==> config.mk <==
export PLATFORM = sky130hd
export DESIGN_NAME = dac_ctrl
export DESIGN_NICKNAME = d
export VERILOG_FILES = /design/src/inc/dac_pkg.sv /design/src/hdl/dac_bkpt_route.sv /design/src/hdl/dac_ctrl.sv
export VERILOG_INCLUDE_DIRS = /design/src /design/src/inc
export SDC_FILE = /design/constraint.sdc
export NUM_CORES = 1
export LEC_CHECK = 0
export ABC_AREA = 1
export BUFFER_PORTS_ARGS = -buffer_cell sky130_fd_sc_hd__buf_2
export CAP_MARGIN = 15
export CORE_MARGIN = 4
export CORE_UTILIZATION = 51
export CTS_BUF_LIST = sky130_fd_sc_hd__clkbuf_4
export DETAILED_ROUTE_END_ITERATION = 8
export HOLD_SLACK_MARGIN = 0.08
export PLACE_DENSITY_LB_ADDON = 0.08
export SKIP_CTS_REPAIR_TIMING = 1
export SLEW_MARGIN = 40
export SYNTH_ARGS = -nofsm -noshare
export SYNTH_HDL_FRONTEND = slang
export SYNTH_SLANG_ARGS = --single-unit
==> constraint.sdc <==
create_clock -name aclk -period 2.8 [get_ports aclk]
set_clock_uncertainty 0.05 [all_clocks]
set_input_delay 0.56 -clock aclk [delete_from_list [all_inputs] [get_ports aclk]]
set_output_delay 0.56 -clock aclk [all_outputs]
set_load 0.05 [all_outputs]
==> src/inc/dac_cfg.svh <==
// constants for the debug arm / trigger control block
// assumes inclusion by bare name from an inc/ search path
`ifndef DAC_CFG_SVH
`define DAC_CFG_SVH

// control register index; its byte address is four times the index
`define DAC_IDX_CTRL   6'h20
// byte offsets on the register bus
`define DAC_OFS_CTRL   {`DAC_IDX_CTRL, 2'h0}
`define DAC_OFS_IRQST  8'h40
`define DAC_OFS_IRQMSK 8'h44
`define DAC_OFS_SEQ    8'h48

// control register fields
`define DAC_B_ARM      7
`define DAC_B_IMMEDIATE_TRIGGER_REQUEST     6
`define DAC_B_BGSEL    4
`define DAC_B_FBRK     3
`define DAC_CTRL_RST   8'h00

// sequencer flag codes
`define DAC_SEQ_IDLE   3'h0
`define DAC_SEQ_FIRST  3'h1
`define DAC_SEQ_FINAL  3'h4

// bank select code with no comparator bank mapped
`define DAC_BANK_NONE  2'h3

// interrupt status bits
`define DAC_I_BKPT     0
`define DAC_I_END      1

// axi responses
`define DAC_RESP_OKAY  2'h0
`define DAC_RESP_SLV   2'h2

`endif

==> src/inc/dac_pkg.sv <==
// types shared by the debug arm / trigger control block
// assumes nothing beyond a SystemVerilog compiler
`default_nettype none
package dac_pkg;

    typedef struct packed {
        logic        awrdy;
        logic        wrdy;
        logic        arrdy;
        logic        awhold;
        logic        whold;
        logic [7:0]  awaddr;
        logic [7:0]  wdata;
        logic        wstb;
        logic        bvalid;
        logic [1:0]  bresp;
        logic        rvalid;
        logic [1:0]  rresp;
        logic [31:0] rdata;
        logic        arm;
        logic        bgsel;
        logic        fbrk;
        logic [1:0]  bank;
        logic        win_en;
        logic        mf_sel;
        logic [2:0]  seqst;
        logic        pend;
        logic        fire;
        logic        trace_req;
        logic [1:0]  ist;
        logic [1:0]  imask;
        logic        irq;
    } dac_st_t;

    typedef struct packed {
        logic bdm_req;
        logic swi_req;
    } dac_rt_t;

endpackage : dac_pkg
`default_nettype wire

==> src/hdl/dac_bkpt_route.sv <==
// breakpoint routing to background mode or software interrupt
// assumes a one-cycle fire pulse and same-clock status levels
`default_nettype none
module dac_bkpt_route (
    // clock and reset
    input  wire logic aclk,
    input  wire logic aresetn,
    // request and routing controls
    input  wire logic fire,
    input  wire logic background_routing_select,
    input  wire logic background_mode_enable,
    input  wire logic background_active,
    // requests to the core
    output logic      bdm_req,
    output logic      swi_req
);

    dac_pkg::dac_rt_t s;
    dac_pkg::dac_rt_t next_s;

    always_comb begin
        next_s = '0;
        if (fire) begin
            if (background_routing_select) begin
                // disabled background mode falls back to software
                next_s.bdm_req = background_mode_enable;
                next_s.swi_req = !background_mode_enable;
            end else begin
                next_s.swi_req = !background_active;
            end
        end
    end

    always_ff @(posedge aclk) begin
        if (!aresetn) begin
            s <= '0;
        end else begin
            s <= next_s;
        end
    end

    assign bdm_req = s.bdm_req;
    assign swi_req = s.swi_req;

endmodule : dac_bkpt_route
`default_nettype wire

==> src/hdl/dac_ctrl.sv <==
// debug arm / trigger control register with axi4-lite slave
// assumes sequencer, trace and background status on the same clock
`include "dac_cfg.svh"
`default_nettype none
// Operation
// - session flag and bank selector accept writes at any time.
// - trigger bit always writable; it always reads back zero.
// - routing select and final breakpoint enable writable only while disarmed.
// - session flag set/cleared by software, self-clears on trace end or breakpoint.
// - writing one arms and enters first state; zero disarms.
// - trigger one forces final state regardless of comparators; zero does nothing.
// - after triggered tracing completes, breakpoint may follow per enable and routing.
// - trigger with trace source clear records no trace data.
// - trigger ignored once begin-aligned tracing has started.
// - secure mode disables tracing; trigger cannot start a session.
// - routing one: background mode if enabled, else software interrupt.
// - routing zero: software interrupt if background inactive, else nothing.
// - enable set with tracing: breakpoint waits for trace completion.
// - enable set without tracing: breakpoint at once; clear: no breakpoint.
// - selector codes 00-10 map banks A-C into window; 11 maps none.
// - selector picks state control A-C or match flags at shared address.
// - while armed only session, trigger and selector bits are writable.
// - arming sets flags 001; internal end clears; software disarm keeps them.
module dac_ctrl (
    // clock and reset
    input  wire logic        aclk,
    input  wire logic        aresetn,
    // axi4-lite write address
    input  wire logic [7:0]  s_axi_awaddr,
    input  wire logic        s_axi_awvalid,
    output logic             s_axi_awready,
    // axi4-lite write data
    input  wire logic [31:0] s_axi_wdata,
    input  wire logic [3:0]  s_axi_wstrb,
    input  wire logic        s_axi_wvalid,
    output logic             s_axi_wready,
    // axi4-lite write response
    output logic [1:0]       s_axi_bresp,
    output logic             s_axi_bvalid,
    input  wire logic        s_axi_bready,
    // axi4-lite read
    input  wire logic [7:0]  s_axi_araddr,
    input  wire logic        s_axi_arvalid,
    output logic             s_axi_arready,
    output logic [31:0]      s_axi_rdata,
    output logic [1:0]       s_axi_rresp,
    output logic             s_axi_rvalid,
    input  wire logic        s_axi_rready,
    // sequencer and trace status
    input  wire logic        seq_step,
    input  wire logic [2:0]  seq_step_state,
    input  wire logic        trace_source_enable,
    input  wire logic        trigger_alignment,
    input  wire logic        trace_begun,
    input  wire logic        trace_complete,
    input  wire logic        secure_mode,
    // background module status
    input  wire logic        background_mode_enable,
    input  wire logic        background_active,
    // outputs to sequencer, trace and map
    output logic             armed,
    output logic [2:0]       sequencer_state_flags,
    output logic             trace_trigger,
    output logic [1:0]       comparator_bank_select,
    output logic             window_map_enable,
    output logic             match_flag_select,
    // breakpoint requests and interrupt
    output logic             bdm_req,
    output logic             software_interrupt,
    output logic             irq
);

    dac_pkg::dac_st_t s;
    dac_pkg::dac_st_t next_s;

    logic       tracing;
    logic       wr_go;
    logic       wr_ctrl;
    logic       ar_go;
    logic       reach;
    logic       ignore_immediate_trigger_request;
    logic [1:0] ev;

    // tracing never runs in secure mode
    assign tracing     = trace_source_enable && !secure_mode;
    assign wr_go       = s.awhold && s.whold && !s.bvalid;
    assign wr_ctrl     = wr_go && s.wstb && (s.awaddr == `DAC_OFS_CTRL);
    assign ar_go       = s_axi_arvalid && s.arrdy;
    assign ignore_immediate_trigger_request = trace_begun && trigger_alignment;

    always_comb begin
        next_s           = s;
        next_s.fire      = 1'b0;
        next_s.trace_req = 1'b0;
        reach            = 1'b0;
        ev               = 2'h0;

        // write address and data, taken in either order
        if (s_axi_awvalid && s.awrdy) begin
            next_s.awhold = 1'b1;
            next_s.awaddr = s_axi_awaddr;
        end
        if (s_axi_wvalid && s.wrdy) begin
            next_s.whold = 1'b1;
            next_s.wdata = s_axi_wdata[7:0];
            next_s.wstb  = s_axi_wstrb[0];
        end
        if (s.bvalid && s_axi_bready) begin
            next_s.bvalid = 1'b0;
        end

        // sequencer advance while armed
        if (s.arm && seq_step && s.seqst != `DAC_SEQ_FINAL) begin
            next_s.seqst = seq_step_state;
        end

        // tracing session completes: internal end
        if (s.arm && tracing && trace_complete) begin
            next_s.arm  = 1'b0;
            next_s.seqst = `DAC_SEQ_IDLE;
            next_s.fire = s.pend;
            next_s.pend = 1'b0;
            ev[`DAC_I_END] = 1'b1;
        end

        // software writes: response, control register and interrupt mask
        if (wr_go) begin
            next_s.awhold = 1'b0;
            next_s.whold  = 1'b0;
            next_s.bvalid = 1'b1;
            if (s.awaddr == `DAC_OFS_CTRL || s.awaddr == `DAC_OFS_IRQST ||
                s.awaddr == `DAC_OFS_IRQMSK || s.awaddr == `DAC_OFS_SEQ) begin
                next_s.bresp = `DAC_RESP_OKAY;
            end else begin
                next_s.bresp = `DAC_RESP_SLV;
            end
        end
        if (wr_ctrl) begin
            next_s.bank = s.wdata[1:0];
            // armed state locks these, so a disarming write leaves them
            if (!s.arm) begin
                next_s.bgsel = s.wdata[`DAC_B_BGSEL];
                next_s.fbrk  = s.wdata[`DAC_B_FBRK];
            end
            if (s.wdata[`DAC_B_ARM] && !s.arm) begin
                next_s.arm  = 1'b1;
                next_s.seqst = `DAC_SEQ_FIRST;
                next_s.pend = 1'b0;
            end else if (!s.wdata[`DAC_B_ARM]) begin
                next_s.arm  = 1'b0;
                next_s.pend = 1'b0;
            end
            if (s.wdata[`DAC_B_IMMEDIATE_TRIGGER_REQUEST] && next_s.arm && !ignore_immediate_trigger_request) begin
                next_s.seqst = `DAC_SEQ_FINAL;
            end
        end
        if (wr_go && s.wstb && s.awaddr == `DAC_OFS_IRQMSK) begin
            next_s.imask = s.wdata[1:0];
        end

        // reaching the final state
        reach = next_s.arm && next_s.seqst == `DAC_SEQ_FINAL && s.seqst != `DAC_SEQ_FINAL;
        if (reach) begin
            next_s.trace_req = tracing;
            if (next_s.fbrk && tracing) begin
                next_s.pend = 1'b1;
            end else if (next_s.fbrk) begin
                next_s.fire = 1'b1;
                next_s.arm  = 1'b0;
                next_s.seqst = `DAC_SEQ_IDLE;
                ev[`DAC_I_END] = 1'b1;
            end
        end
        ev[`DAC_I_BKPT] = next_s.fire;

        // sticky status: a new event beats a same-cycle clear
        if (wr_go && s.wstb && s.awaddr == `DAC_OFS_IRQST) begin
            next_s.ist = s.ist & ~s.wdata[1:0];
        end
        next_s.ist = next_s.ist | ev;
        next_s.irq = |(next_s.ist & next_s.imask);

        // read channel
        if (s.rvalid && s_axi_rready) begin
            next_s.rvalid = 1'b0;
        end
        if (ar_go) begin
            next_s.rvalid = 1'b1;
            next_s.rresp  = `DAC_RESP_OKAY;
            case (s_axi_araddr)
                `DAC_OFS_CTRL: begin
                    // trigger position is write-only and reads zero
                    next_s.rdata = {24'h000000, s.arm, 1'b0, 1'b0, s.bgsel,
                                    s.fbrk, 1'b0, s.bank};
                end
                `DAC_OFS_IRQST: begin
                    next_s.rdata = {30'h00000000, s.ist};
                end
                `DAC_OFS_IRQMSK: begin
                    next_s.rdata = {30'h00000000, s.imask};
                end
                `DAC_OFS_SEQ: begin
                    next_s.rdata = {24'h000000, s.arm, 4'h0, s.seqst};
                end
                default: begin
                    next_s.rdata = 32'h00000000;
                    next_s.rresp = `DAC_RESP_SLV;
                end
            endcase
        end

        // map selection follows the bank selector
        next_s.win_en = next_s.bank != `DAC_BANK_NONE;
        next_s.mf_sel = next_s.bank == `DAC_BANK_NONE;

        next_s.awrdy = !next_s.awhold && !next_s.bvalid;
        next_s.wrdy  = !next_s.whold && !next_s.bvalid;
        next_s.arrdy = !next_s.rvalid;
    end

    always_ff @(posedge aclk) begin
        if (!aresetn) begin
            s <= '0;
        end else begin
            s <= next_s;
        end
    end

    dac_bkpt_route u_dac_bkpt_route (
        .aclk                      (aclk),
        .aresetn                   (aresetn),
        .fire                      (s.fire),
        .background_routing_select (s.bgsel),
        .background_mode_enable    (background_mode_enable),
        .background_active         (background_active),
        .bdm_req                   (bdm_req),
        .swi_req                   (software_interrupt)
    );

    assign s_axi_awready          = s.awrdy;
    assign s_axi_wready           = s.wrdy;
    assign s_axi_bvalid           = s.bvalid;
    assign s_axi_bresp            = s.bresp;
    assign s_axi_arready          = s.arrdy;
    assign s_axi_rvalid           = s.rvalid;
    assign s_axi_rresp            = s.rresp;
    assign s_axi_rdata            = s.rdata;
    assign armed                  = s.arm;
    assign sequencer_state_flags  = s.seqst;
    assign trace_trigger          = s.trace_req;
    assign comparator_bank_select = s.bank;
    assign window_map_enable      = s.win_en;
    assign match_flag_select      = s.mf_sel;
    assign irq                    = s.irq;
endmodule : dac_ctrl
`default_nettype wire

==> impl_metrics.json, run 1 <==
{
  "status": "completed",
  "p_clk_frac": 0.291,
  "drc": 0,
  "combPwrFrac": 0.183,
  "num_rows": 25,
  "first_global_vias": 1981,
  "p_int_w": 0.001011,
  "initial_utilization": 0.5353,
  "cts.sinks": 50,
  "final_hold_viol_count": 0,
  "synth-adder-area-share": 0,
  "avgSynthCellArea_um2": 7.389,
  "cts_tree": "built",
  "clk_pin_slew_ns": 0.13,
  "ys_warn_count": 0,
  "track_usage": 0.1745,
  "powerDensity_mw_per_mm2": 509.2,
  "die_h_um": 79.11,
  "post-dp-hpwl_um": 4191,
  "swShare": 0.3012,
  "syn_area_mm2": 0.002579,
  "end_kind": "primary output",
  "grt_max_degree": 29,
  "critical_path.max_stage_delay_ns": 0.56,
  "slowest_stage": "dfxtp_1",
  "vias": 2144,
  "nets": 471,
  "viasPerCell": 4.571,
  "wl_um": 5251,
  "cap_viol_max_count": 0,
  "stdcell_count": 469,
  "yosysTopAreaCellShare": 0.3882,
  "drive_above_1_share": 0.2736,
  "io_pins": 123,
  "power_leakage_nw": 1.450,
  "seqPwrFrac": 0.526,
  "place_inst": 461,
  "clk_latency_ns": 0.36,
  "die-area_mm2": 0.006258,
  "synth.area.top_cells": "dfxtp_1 39%, buf_4 12%, nand2_1 8.3%",
  "synth-seq-area-share": 0.3882,
  "fin_tns_setup_ns": 0,
  "netlist-cell-type-count": 31,
  "coreArea_mm2": 0.004817,
  "die_x_um": 79.11,
  "arrival_ns": 1.25,
  "vdd.ir_drop.worst_mv": 0.2847,
  "diodes": 0,
  "fin_crit_sh": 0.6656,
  "fmax_ghz": 0.5366,
  "cts-root-buf": "clkbuf_4",
  "syn_to_final_growth_pct": 10.14,
  "syn_inst": 349,
  "synthMuxAreaShare": 0,
  "synth_top_family_by_area": "simple AND/OR/NAND/NOR gates",
  "portBuffers": 65,
  "async_flop_share": 0,
  "ys_ff_latch": 50,
  "synth_top_area_cell": "dfxtp_1",
  "cp_max_fo": 9,
  "maxSlewViolCount": 0,
  "gp_congestion": 0.8658,
  "grt_setup_unrepaired": "no",
  "synthSimpleGateAreaFrac": 0.2804,
  "cp_num_buf_inv": 1,
  "worstPathRequired_ns": 2.19,
  "antenna_left": 0,
  "wire_per_inst_um": 11.20,
  "htreeDepth": 2,
  "drt_iter0_drc": 64,
  "synthXorXnorAreaFrac": 0,
  "worstHoldPathType": "in -> reg",
  "crit_type": "reg -> out",
  "synth_compound_area_frac": 0.1325,
  "cts_buffers": 5,
  "antenna_found_initial": 0,
  "path_cells": "buf_2",
  "power_switching_w": 0.0004356,
  "first_pass_iters": 4,
  "crit_family": "flip-flops",
  "synthTopCellsByCount": "57 x nand2_1, 50 x dfxtp_1, 41 x buf_4",
  "p_total_w": 0.001446,
  "yosysMostFrequentCell": "nand2_1",
  "synth_edf_count": 0,
  "period_minus_slack_ns": 1.864,
  "synth_ff_type": "dfxtp_1",
  "final_core_util": 0.5896,
  "grt_pass1_wl_um": 8694,
  "setup_viol": 0,
  "grt_overflow": 0,
  "critPathLaunchType": "register",
  "fin_hold_ws_ns": 0.3323,
  "clockBufferDepth": 2
}
==> worst paths after layout <==
check                    startpoint                        to  slack (ns)  depth (start not counted)
hold / removal    background_active  u_dac_bkpt_route.swi_req        0.33                          2
setup reg to reg              armed                       irq        1.13                         10
hold reg to reg      s_axi_rdata[1]            s_axi_rdata[1]        0.42                          2
setup / recovery              armed                     armed        0.94                          1
==> cells in the final DEF (no fill, tap or decap), types with 4 or more instances in the layout <==
| cell type | Yosys | routed |
|---|---|---|
| nand2_2 | 7 | 7 |
| nor3_1 | 9 | 9 |
| conb_1 | 1 | 28 |
| clkbuf_4 | 0 | 7 |
| nor2_4 | 4 | 4 |
| o21ai_0 | 28 | 28 |
| nand2_4 | 5 | 5 |
| a21oi_1 | 26 | 26 |
| nor2_1 | 38 | 38 |
| inv_1 | 32 | 32 |
| dfxtp_1 | 50 | 50 |
| nand3_1 | 11 | 11 |
| nand2_1 | 57 | 57 |
| buf_2 | 1 | 65 |
| nor2_2 | 4 | 4 |
| inv_2 | 8 | 8 |
==> cells by family after synthesis <==
group,Yosys count
compound gates,64
buf+inv,91
flops,50
other cells,1
simple gates,143
==> registers in the layout (all words and copies together) (netlist names), 2 cells and up <==
register                cells
comparator_bank_select      2
sequencer_state_flags       3
s                          25
s_axi_rdata                 6
==> through the flow <==
stage               worst slack (ns)  cell area (µm²)
floorplan                      1.013             2680
global placement              0.9372             2758
detailed placement            0.9407             2758
CTS                           0.9171             2840
global route                  0.8533             2840
finish                        0.9363             2840
==> routing by layer <==
layer / routed length [µm] / global-route usage / vias up
met5: 0 / 0 / -
met4: 72 / 0.05670 / 0
met3: 388 / 0.04875 / 7
met2: 2397 / 0.2845 / 68
met1: 2393 / 0.2225 / 927
li1: - / - / 1142
==> power by group through the flow <==
stage	clock network, W	logic (W)	registers [W]
CTS	0.000440	0.000266	0.000760
global placement	0	0.000263	0.000775
finish	0.000421	0.000265	0.000760
floorplan	0	0.000224	0.000795
detailed placement	0	0.000265	0.000776
global route	0.000469	0.000291	0.000765
==> layout make-up <==
cell class | instances | area (µm²)
flip-flops and latches | 50 | 1001
fillers | 493 | 1977
multi-input cells | 235 | 1170
clock buffers | 7 | 52.55
repair buffers | 67 | 340.3
clock inverters | 1 | 30.03
well taps | 67 | 83.83
inverters | 42 | 162.7
Power figures use the tool's default switching activity.
==> inputs of run 2 (changes only) <==
--- a/config.mk
+++ b/config.mk
@@ -6,11 +6,11 @@
 export SDC_FILE = /design/constraint.sdc
 export NUM_CORES = 1
 export LEC_CHECK = 0
-export ABC_AREA = 1
+export ABC_AREA = 0
 export BUFFER_PORTS_ARGS = -buffer_cell sky130_fd_sc_hd__buf_2
 export CAP_MARGIN = 15
 export CORE_MARGIN = 4
-export CORE_UTILIZATION = 51
+export CORE_UTILIZATION = 48
 export CTS_BUF_LIST = sky130_fd_sc_hd__clkbuf_4
 export DETAILED_ROUTE_END_ITERATION = 8
 export HOLD_SLACK_MARGIN = 0.08
==> constraint.sdc (replaced) <==
create_clock -name aclk -period 1.8 [get_ports aclk]
set_clock_uncertainty 0.05 [all_clocks]
set_input_delay 0.36 -clock aclk [delete_from_list [all_inputs] [get_ports aclk]]
set_output_delay 0.36 -clock aclk [all_outputs]
set_load 0.05 [all_outputs]
==> run 2 against run 1 <==
Compared with the run above:
- the flow now finishes with violations (negative setup slack)
- design area is 7.1% higher
- worst hold slack worse by 0.22 ns
- area after synthesis shrank 0.92%
- non-clock buffer count rose by 27
- clock power is 19% higher
- setup slack got worse by 1.1 ns
- critical endpoint is now irq
- highest routed layer unchanged
==> impl_metrics.json, run 2 <==
{
  "status": "finished, violations left",
  "grt_setup_unrepaired": "yes",
  "reg2reg_from": "s[66]",
  "portBuffers": 65,
  "vias": 2142,
  "die-area_mm2": 0.006554,
  "clk_pin_slew_ns": 0.14,
  "clk_latency_ns": 0.37,
  "cts.sinks": 50,
  "synthXorXnorAreaFrac": 0,
  "antenna_left": 0,
  "fin_crit_sh": 1.115,
  "setup_ws_ns": -0.2069,
  "syn_inst": 300,
  "power_leakage_nw": 1.331,
  "cap_viol_max_count": 0,
  "worst_pin_slew_ns": 0.4899,
  "worstPathRequired_ns": 2.07,
  "clockBufferDepth": 2,
  "cts-root-buf": "clkbuf_4",
  "cts_tree": "built",
  "netlist-cell-type-count": 49,
  "end_kind": "register",
  "worstHoldPathType": "in -> reg",
  "setup_viol": 8,
  "grt_pass1_wl_um": 8514,
  "cp_max_fo": 6,
  "track_usage": 0.1660,
  "path_cells": "nor4_4 -> buf_4 -> nand4_4 -> nor3_2 -> a21oi_2 -> nor4b_4 -> a221o_1",
  "coreArea_mm2": 0.005140,
  "wl_um": 5262,
  "grt_overflow": 0,
  "final_hold_viol_count": 0,
  "diodes": 0,
  "powerDensity_mw_per_mm2": 669.8,
  "syn_area_mm2": 0.002555,
  "endpoint": "irq",
  "slowest_stage": "nor4b_4",
  "synthMuxAreaShare": 0.03183,
  "drc": 0,
  "synthSimpleGateAreaFrac": 0.2752,
  "critPathLaunchType": "register",
  "first_pass_iters": 4,
  "io_pins": 123,
  "layout_common_cells": "65 x buf_2, 50 x nand2_1, 47 x dfxtp_1, 29 x buf_4, 28 x conb_1",
  "viasPerCell": 4.781,
  "ff2ff_setup_slack_ns": -0.21,
  "synth_compound_area_frac": 0.1572,
  "synth-seq-area-share": 0.3918,
  "vdd.ir_drop.worst_mv": 0.4014,
  "crit_type": "reg -> reg",
  "drive_above_1_share": 0.3122,
  "largest_reg_flops": 25,
  "synth_top_family_by_area": "simple AND/OR/NAND/NOR gates",
  "avgSynthCellArea_um2": 8.516,
  "r2r_end": "irq",
  "first_global_vias": 1941,
  "synth.area.top_cells": "dfxtp_1 39%, buf_4 12%, nand2_1 7.3%",
  "period_minus_slack_ns": 2.007,
  "synth_top_area_cell": "dfxtp_1",
  "gp_congestion": 0.7970,
  "initial_utilization": 0.4971,
  "wire_per_inst_um": 11.75,
  "synth_ff_type": "dfxtp_1",
  "ff2ff_path_depth": 7,
  "critical_path.max_stage_delay_ns": 0.43,
  "maxSlewViolCount": 0,
  "cts_buffers": 5,
  "ys_warn_count": 0,
  "yosysTopAreaCellShare": 0.3918,
  "p_total_w": 0.002037,
  "critPathLaunch": "s[66]",
  "die_x_um": 80.96,
  "ys_ff_latch": 50,
  "htreeDepth": 2,
  "grt_max_degree": 19,
  "antenna_found_initial": 0,
  "relSlewSlack": 0.6709,
  "die_h_um": 80.96,
  "num_rows": 26,
  "syn_to_final_growth_pct": 19.05,
  "post-dp-hpwl_um": 4217,
  "arrival_ns": 2.28,
  "synthTopCellsByCount": "50 x dfxtp_1, 50 x nand2_1, 41 x buf_4",
  "violations": "negative setup slack",
  "design_area_mm2": 0.003042,
  "synth-adder-area-share": 0,
  "drt_iter0_drc": 50,
  "place_area_mm2": 0.002982,
  "regMostFlops": "s",
  "fmax_ghz": 0.4983,
  "async_flop_share": 0,
  "final_common_cell": "buf_2",
  "nets": 447,
  "fin_hold_ws_ns": 0.1097,
  "synth_edf_count": 0
}
run 2: cell count changes in the layout (fill, tap and decap cells not counted), moves of 7 or more:
| cell | delta |
|---|---|
| nor2b_1 | +13 |
| a21boi_0 | +22 |
| mux2i_1 | +7 |
| a21oi_1 | -20 |
| inv_2 | -8 |
| o21ai_0 | -24 |
| nand2_1 | -7 |
| nor2_1 | -22 |
| buf_4 | +27 |
| nor3_1 | -7 |
| inv_1 | -27 |
| nand2_2 | -7 |
run 2: logic make-up (layout without fill, tap and decap cells):
kind of cell	Yosys count	count (layout)
compound gates	55	55
other cells	1	28
buf+inv	56	107
mux	8	8
flops	50	50
simple gates	130	130
run 2: how the worst min path moves through the flow:
| stage | depth (start not counted) | slack [ns] | startpoint | end |
|---|---|---|---|---|
| finish | 2 | 0.11 | background_active | u_dac_bkpt_route.swi_req |
| global route | 2 | 0.09 | background_active | u_dac_bkpt_route.swi_req |
| CTS | 2 | 0.10 | background_active | u_dac_bkpt_route.swi_req |
| detailed placement | 2 | 0.37 | s[6] | u_dac_bkpt_route.bdm_req |
| global placement | 2 | 0.37 | s[6] | u_dac_bkpt_route.bdm_req |
| floorplan | 2 | 0.37 | s[6] | u_dac_bkpt_route.bdm_req |
run 2: area by class of cell:
cell class | instances | area, µm²
well taps | 70 | 87.58
flip-flops and latches | 50 | 1010
clock inverters | 2 | 8.758
fillers | 536 | 2098
multi-input cells | 221 | 1329
clock buffers | 6 | 45.04
inverters | 5 | 18.77
repair buffers | 94 | 543.0
run 2: worst max-delay path, delay by kind of cell, from the launching register on:
kind	cells	cell delay, ns
buffers and inverters	1	0.18
DFF	1	0.36
and+or+nand+nor	4	1.07
AOI/OAI and AO/OA	2	0.28
run 2: power breakdown:
group | switching, W | internal (W)
logic | 0.000271 | 0.000112
registers | 0.0000195 | 0.00114
clock network | 0.000337 | 0.000162
total | 0.000627 | 0.00141
run 2: layer usage:
layer,vias up,global-route usage,share of wire
met5,-,0,0
met4,0,0.05912,0.014
met3,6,0.04324,0.062
met2,56,0.2800,0.47
met1,976,0.2037,0.45
li1,1104,-,-
run 2: through the flow:
step	TNS [ns]	utilization	std cells	setup WS (ns)
2_1_floorplan	-0.4560	-	327	-0.1364
3_3_place_gp	-1.149	0.5801	440	-0.1829
3_5_place_dp	-1.278	0.5801	440	-0.1927
4_1_cts	-1.284	0.5906	448	-0.2032
5_1_grt	-2.332	0.5918	448	-0.3443
6_report	-1.269	0.5918	448	-0.2069
==> inputs of run 3 (changes only) <==
--- a/config.mk
+++ b/config.mk
@@ -9,7 +9,7 @@
 export ABC_AREA = 0
 export BUFFER_PORTS_ARGS = -buffer_cell sky130_fd_sc_hd__buf_2
 export CAP_MARGIN = 15
-export CORE_MARGIN = 4
+export CORE_MARGIN = 2
 export CORE_UTILIZATION = 48
 export CTS_BUF_LIST = sky130_fd_sc_hd__clkbuf_4
 export DETAILED_ROUTE_END_ITERATION = 8
==> run 3 against run 2 <==
Compared with the run above:
- the run still ends with negative setup slack left
- critical endpoint unchanged
- non-clock buffer count is the same
- clock-buffer cell count grew 1
- register-to-register slack is essentially flat
- worst hold slack gained 0.0031 ns
- clock power is essentially flat
- highest routed layer unchanged
- utilization grew 0.35 points
==> impl_metrics.json, run 3 (synthesis gave the netlist of run 2 again) <==
{
  "status": "finished, violations left",
  "violations": "negative setup slack",
  "drive_above_1_share": 0.3103,
  "final_hold_viol_count": 0,
  "setup_ws_ns": -0.1963,
  "ff2ff_setup_slack_ns": -0.20,
  "whs_endpoint": "u_dac_bkpt_route.swi_req",
  "power_leakage_nw": 1.330,
  "first_pass_iters": 4,
  "cts.sinks": 50,
  "nets": 447,
  "portBuffers": 65,
  "crit_type": "reg -> reg",
  "critical_path.max_stage_delay_ns": 0.38,
  "wire_per_inst_um": 11.20,
  "power_switching_w": 0.0006107,
  "swShare": 0.3001,
  "die_h_um": 76.96,
  "fin_crit_sh": 1.109,
  "p_clk_frac": 0.246,
  "io_pins": 123,
  "reg2reg_from": "s[66]",
  "track_usage": 0.1763,
  "clockBufferDepth": 2,
  "stdcell_count": 447,
  "layout_common_cells": "65 x buf_2, 50 x nand2_1, 47 x dfxtp_1, 29 x buf_4, 28 x conb_1",
  "wl_um": 5007,
  "p_total_w": 0.002035,
  "largest_reg_flops": 25,
  "num_rows": 26,
  "syn_to_final_growth_pct": 19.00,
  "cts_tree": "built",
  "arrival_ns": 2.24,
  "r2r_end": "irq",
  "cts-root-buf": "clkbuf_4",
  "cts_buffers": 5,
  "fin_hold_ws_ns": 0.1128,
  "place_inst": 440,
  "setup_viol": 8,
  "cap_viol_max_count": 0,
  "powerDensity_mw_per_mm2": 669.3,
  "maxSlewViolCount": 0,
  "antenna_found_initial": 0,
  "final_common_cell": "buf_2",
  "drt_iter0_drc": 54,
  "first_global_vias": 1988,
  "die-area_mm2": 0.005922,
  "grt_max_degree": 29,
  "combPwrFrac": 0.187,
  "htreeDepth": 2,
  "fin_tns_setup_ns": -1.167,
  "holdPathStages": 2,
  "grt_setup_unrepaired": "yes",
  "initial_utilization": 0.5002,
  "fillers": 487,
  "seqPwrFrac": 0.567,
  "cp_max_fo": 6,
  "die_x_um": 76.96,
  "coreArea_mm2": 0.005107,
  "drc": 0,
  "path_cells": "nor4_4 -> buf_4 -> nand4_4 -> mux2_4 -> nand3_4 -> nor4b_4 -> a221o_1",
  "slowest_stage": "nor4b_4",
  "diodes": 0,
  "post-dp-hpwl_um": 3929,
  "worstPathRequired_ns": 2.05,
  "ff2ff_path_depth": 7,
  "clk_pin_slew_ns": 0.13,
  "critPathLaunchType": "register",
  "viasPerCell": 4.718,
  "regMostFlops": "s",
  "period_minus_slack_ns": 1.996,
  "end_kind": "register",
  "clk_latency_ns": 0.35,
  "fmax_ghz": 0.5009,
  "grt_pass1_wl_um": 8652,
  "worstHoldPathType": "in -> reg",
  "vias": 2109,
  "grt_overflow": 0,
  "p_int_w": 0.001424,
  "antenna_left": 0,
  "gp_congestion": 0.7814,
  "hp-start": "background_active",
  "vdd.ir_drop.worst_mv": 0.5637
}
## run 3: area by class of cell
cell class	count	area [µm²]	area share
multi-input cells	221	1329	0.4370
flip-flops and latches	50	1010	0.3321
repair buffers	94	543.0	0.1786
well taps	70	87.58	0.02881
clock buffers	7	52.55	0.01728
inverters	5	18.77	0.006173
## run 3: how the worst max path moves through the flow
| stage | from | endpoint | cells after the start |
|---|---|---|---|
| 5_1_grt | s[70] | irq | 7 |
| 2_1_floorplan | s_axi_bvalid | s[7] | 7 |
| 4_1_cts | s[66] | irq | 7 |
| 3_3_place_gp | trace_source_enable | irq | 7 |
| 3_5_place_dp | trace_source_enable | irq | 7 |
| 6_report | s[66] | irq | 7 |
## run 3: power by group through the flow
stage	clock network, W	registers (W)	logic [W]
floorplan	0	0.00121	0.000288
global placement	0	0.00118	0.000377
detailed placement	0	0.00118	0.000381
CTS	0.000527	0.00115	0.000381
global route	0.000559	0.00116	0.000410
finish	0.000501	0.00115	0.000380
## run 3: worst max-delay path: cells and delay by family (launching register included)
family	cells	cell delay, ns
mux	1	0.28
compound gates	1	0.21
simple gates	4	0.88
flops	1	0.35
buf+inv	1	0.18
## run 3: per-layer routing
metal	track usage	up-vias	part of all wire
met5	0	-	0
met4	0.04364	0	0.0084
met3	0.04118	5	0.057
met2	0.3026	57	0.46
met1	0.2225	934	0.48
li1	-	1113	-
## run 3: stage by stage
stage                     setup slack, ns  area, µm²    util
after floorplan                   -0.1364       2708       -
after global placement            -0.1889       2982  0.5838
after detailed placement          -0.1902       2982  0.5838
after CTS                         -0.1928       3034  0.5941
after global routing              -0.3157       3040  0.5953
final                             -0.1963       3040  0.5953
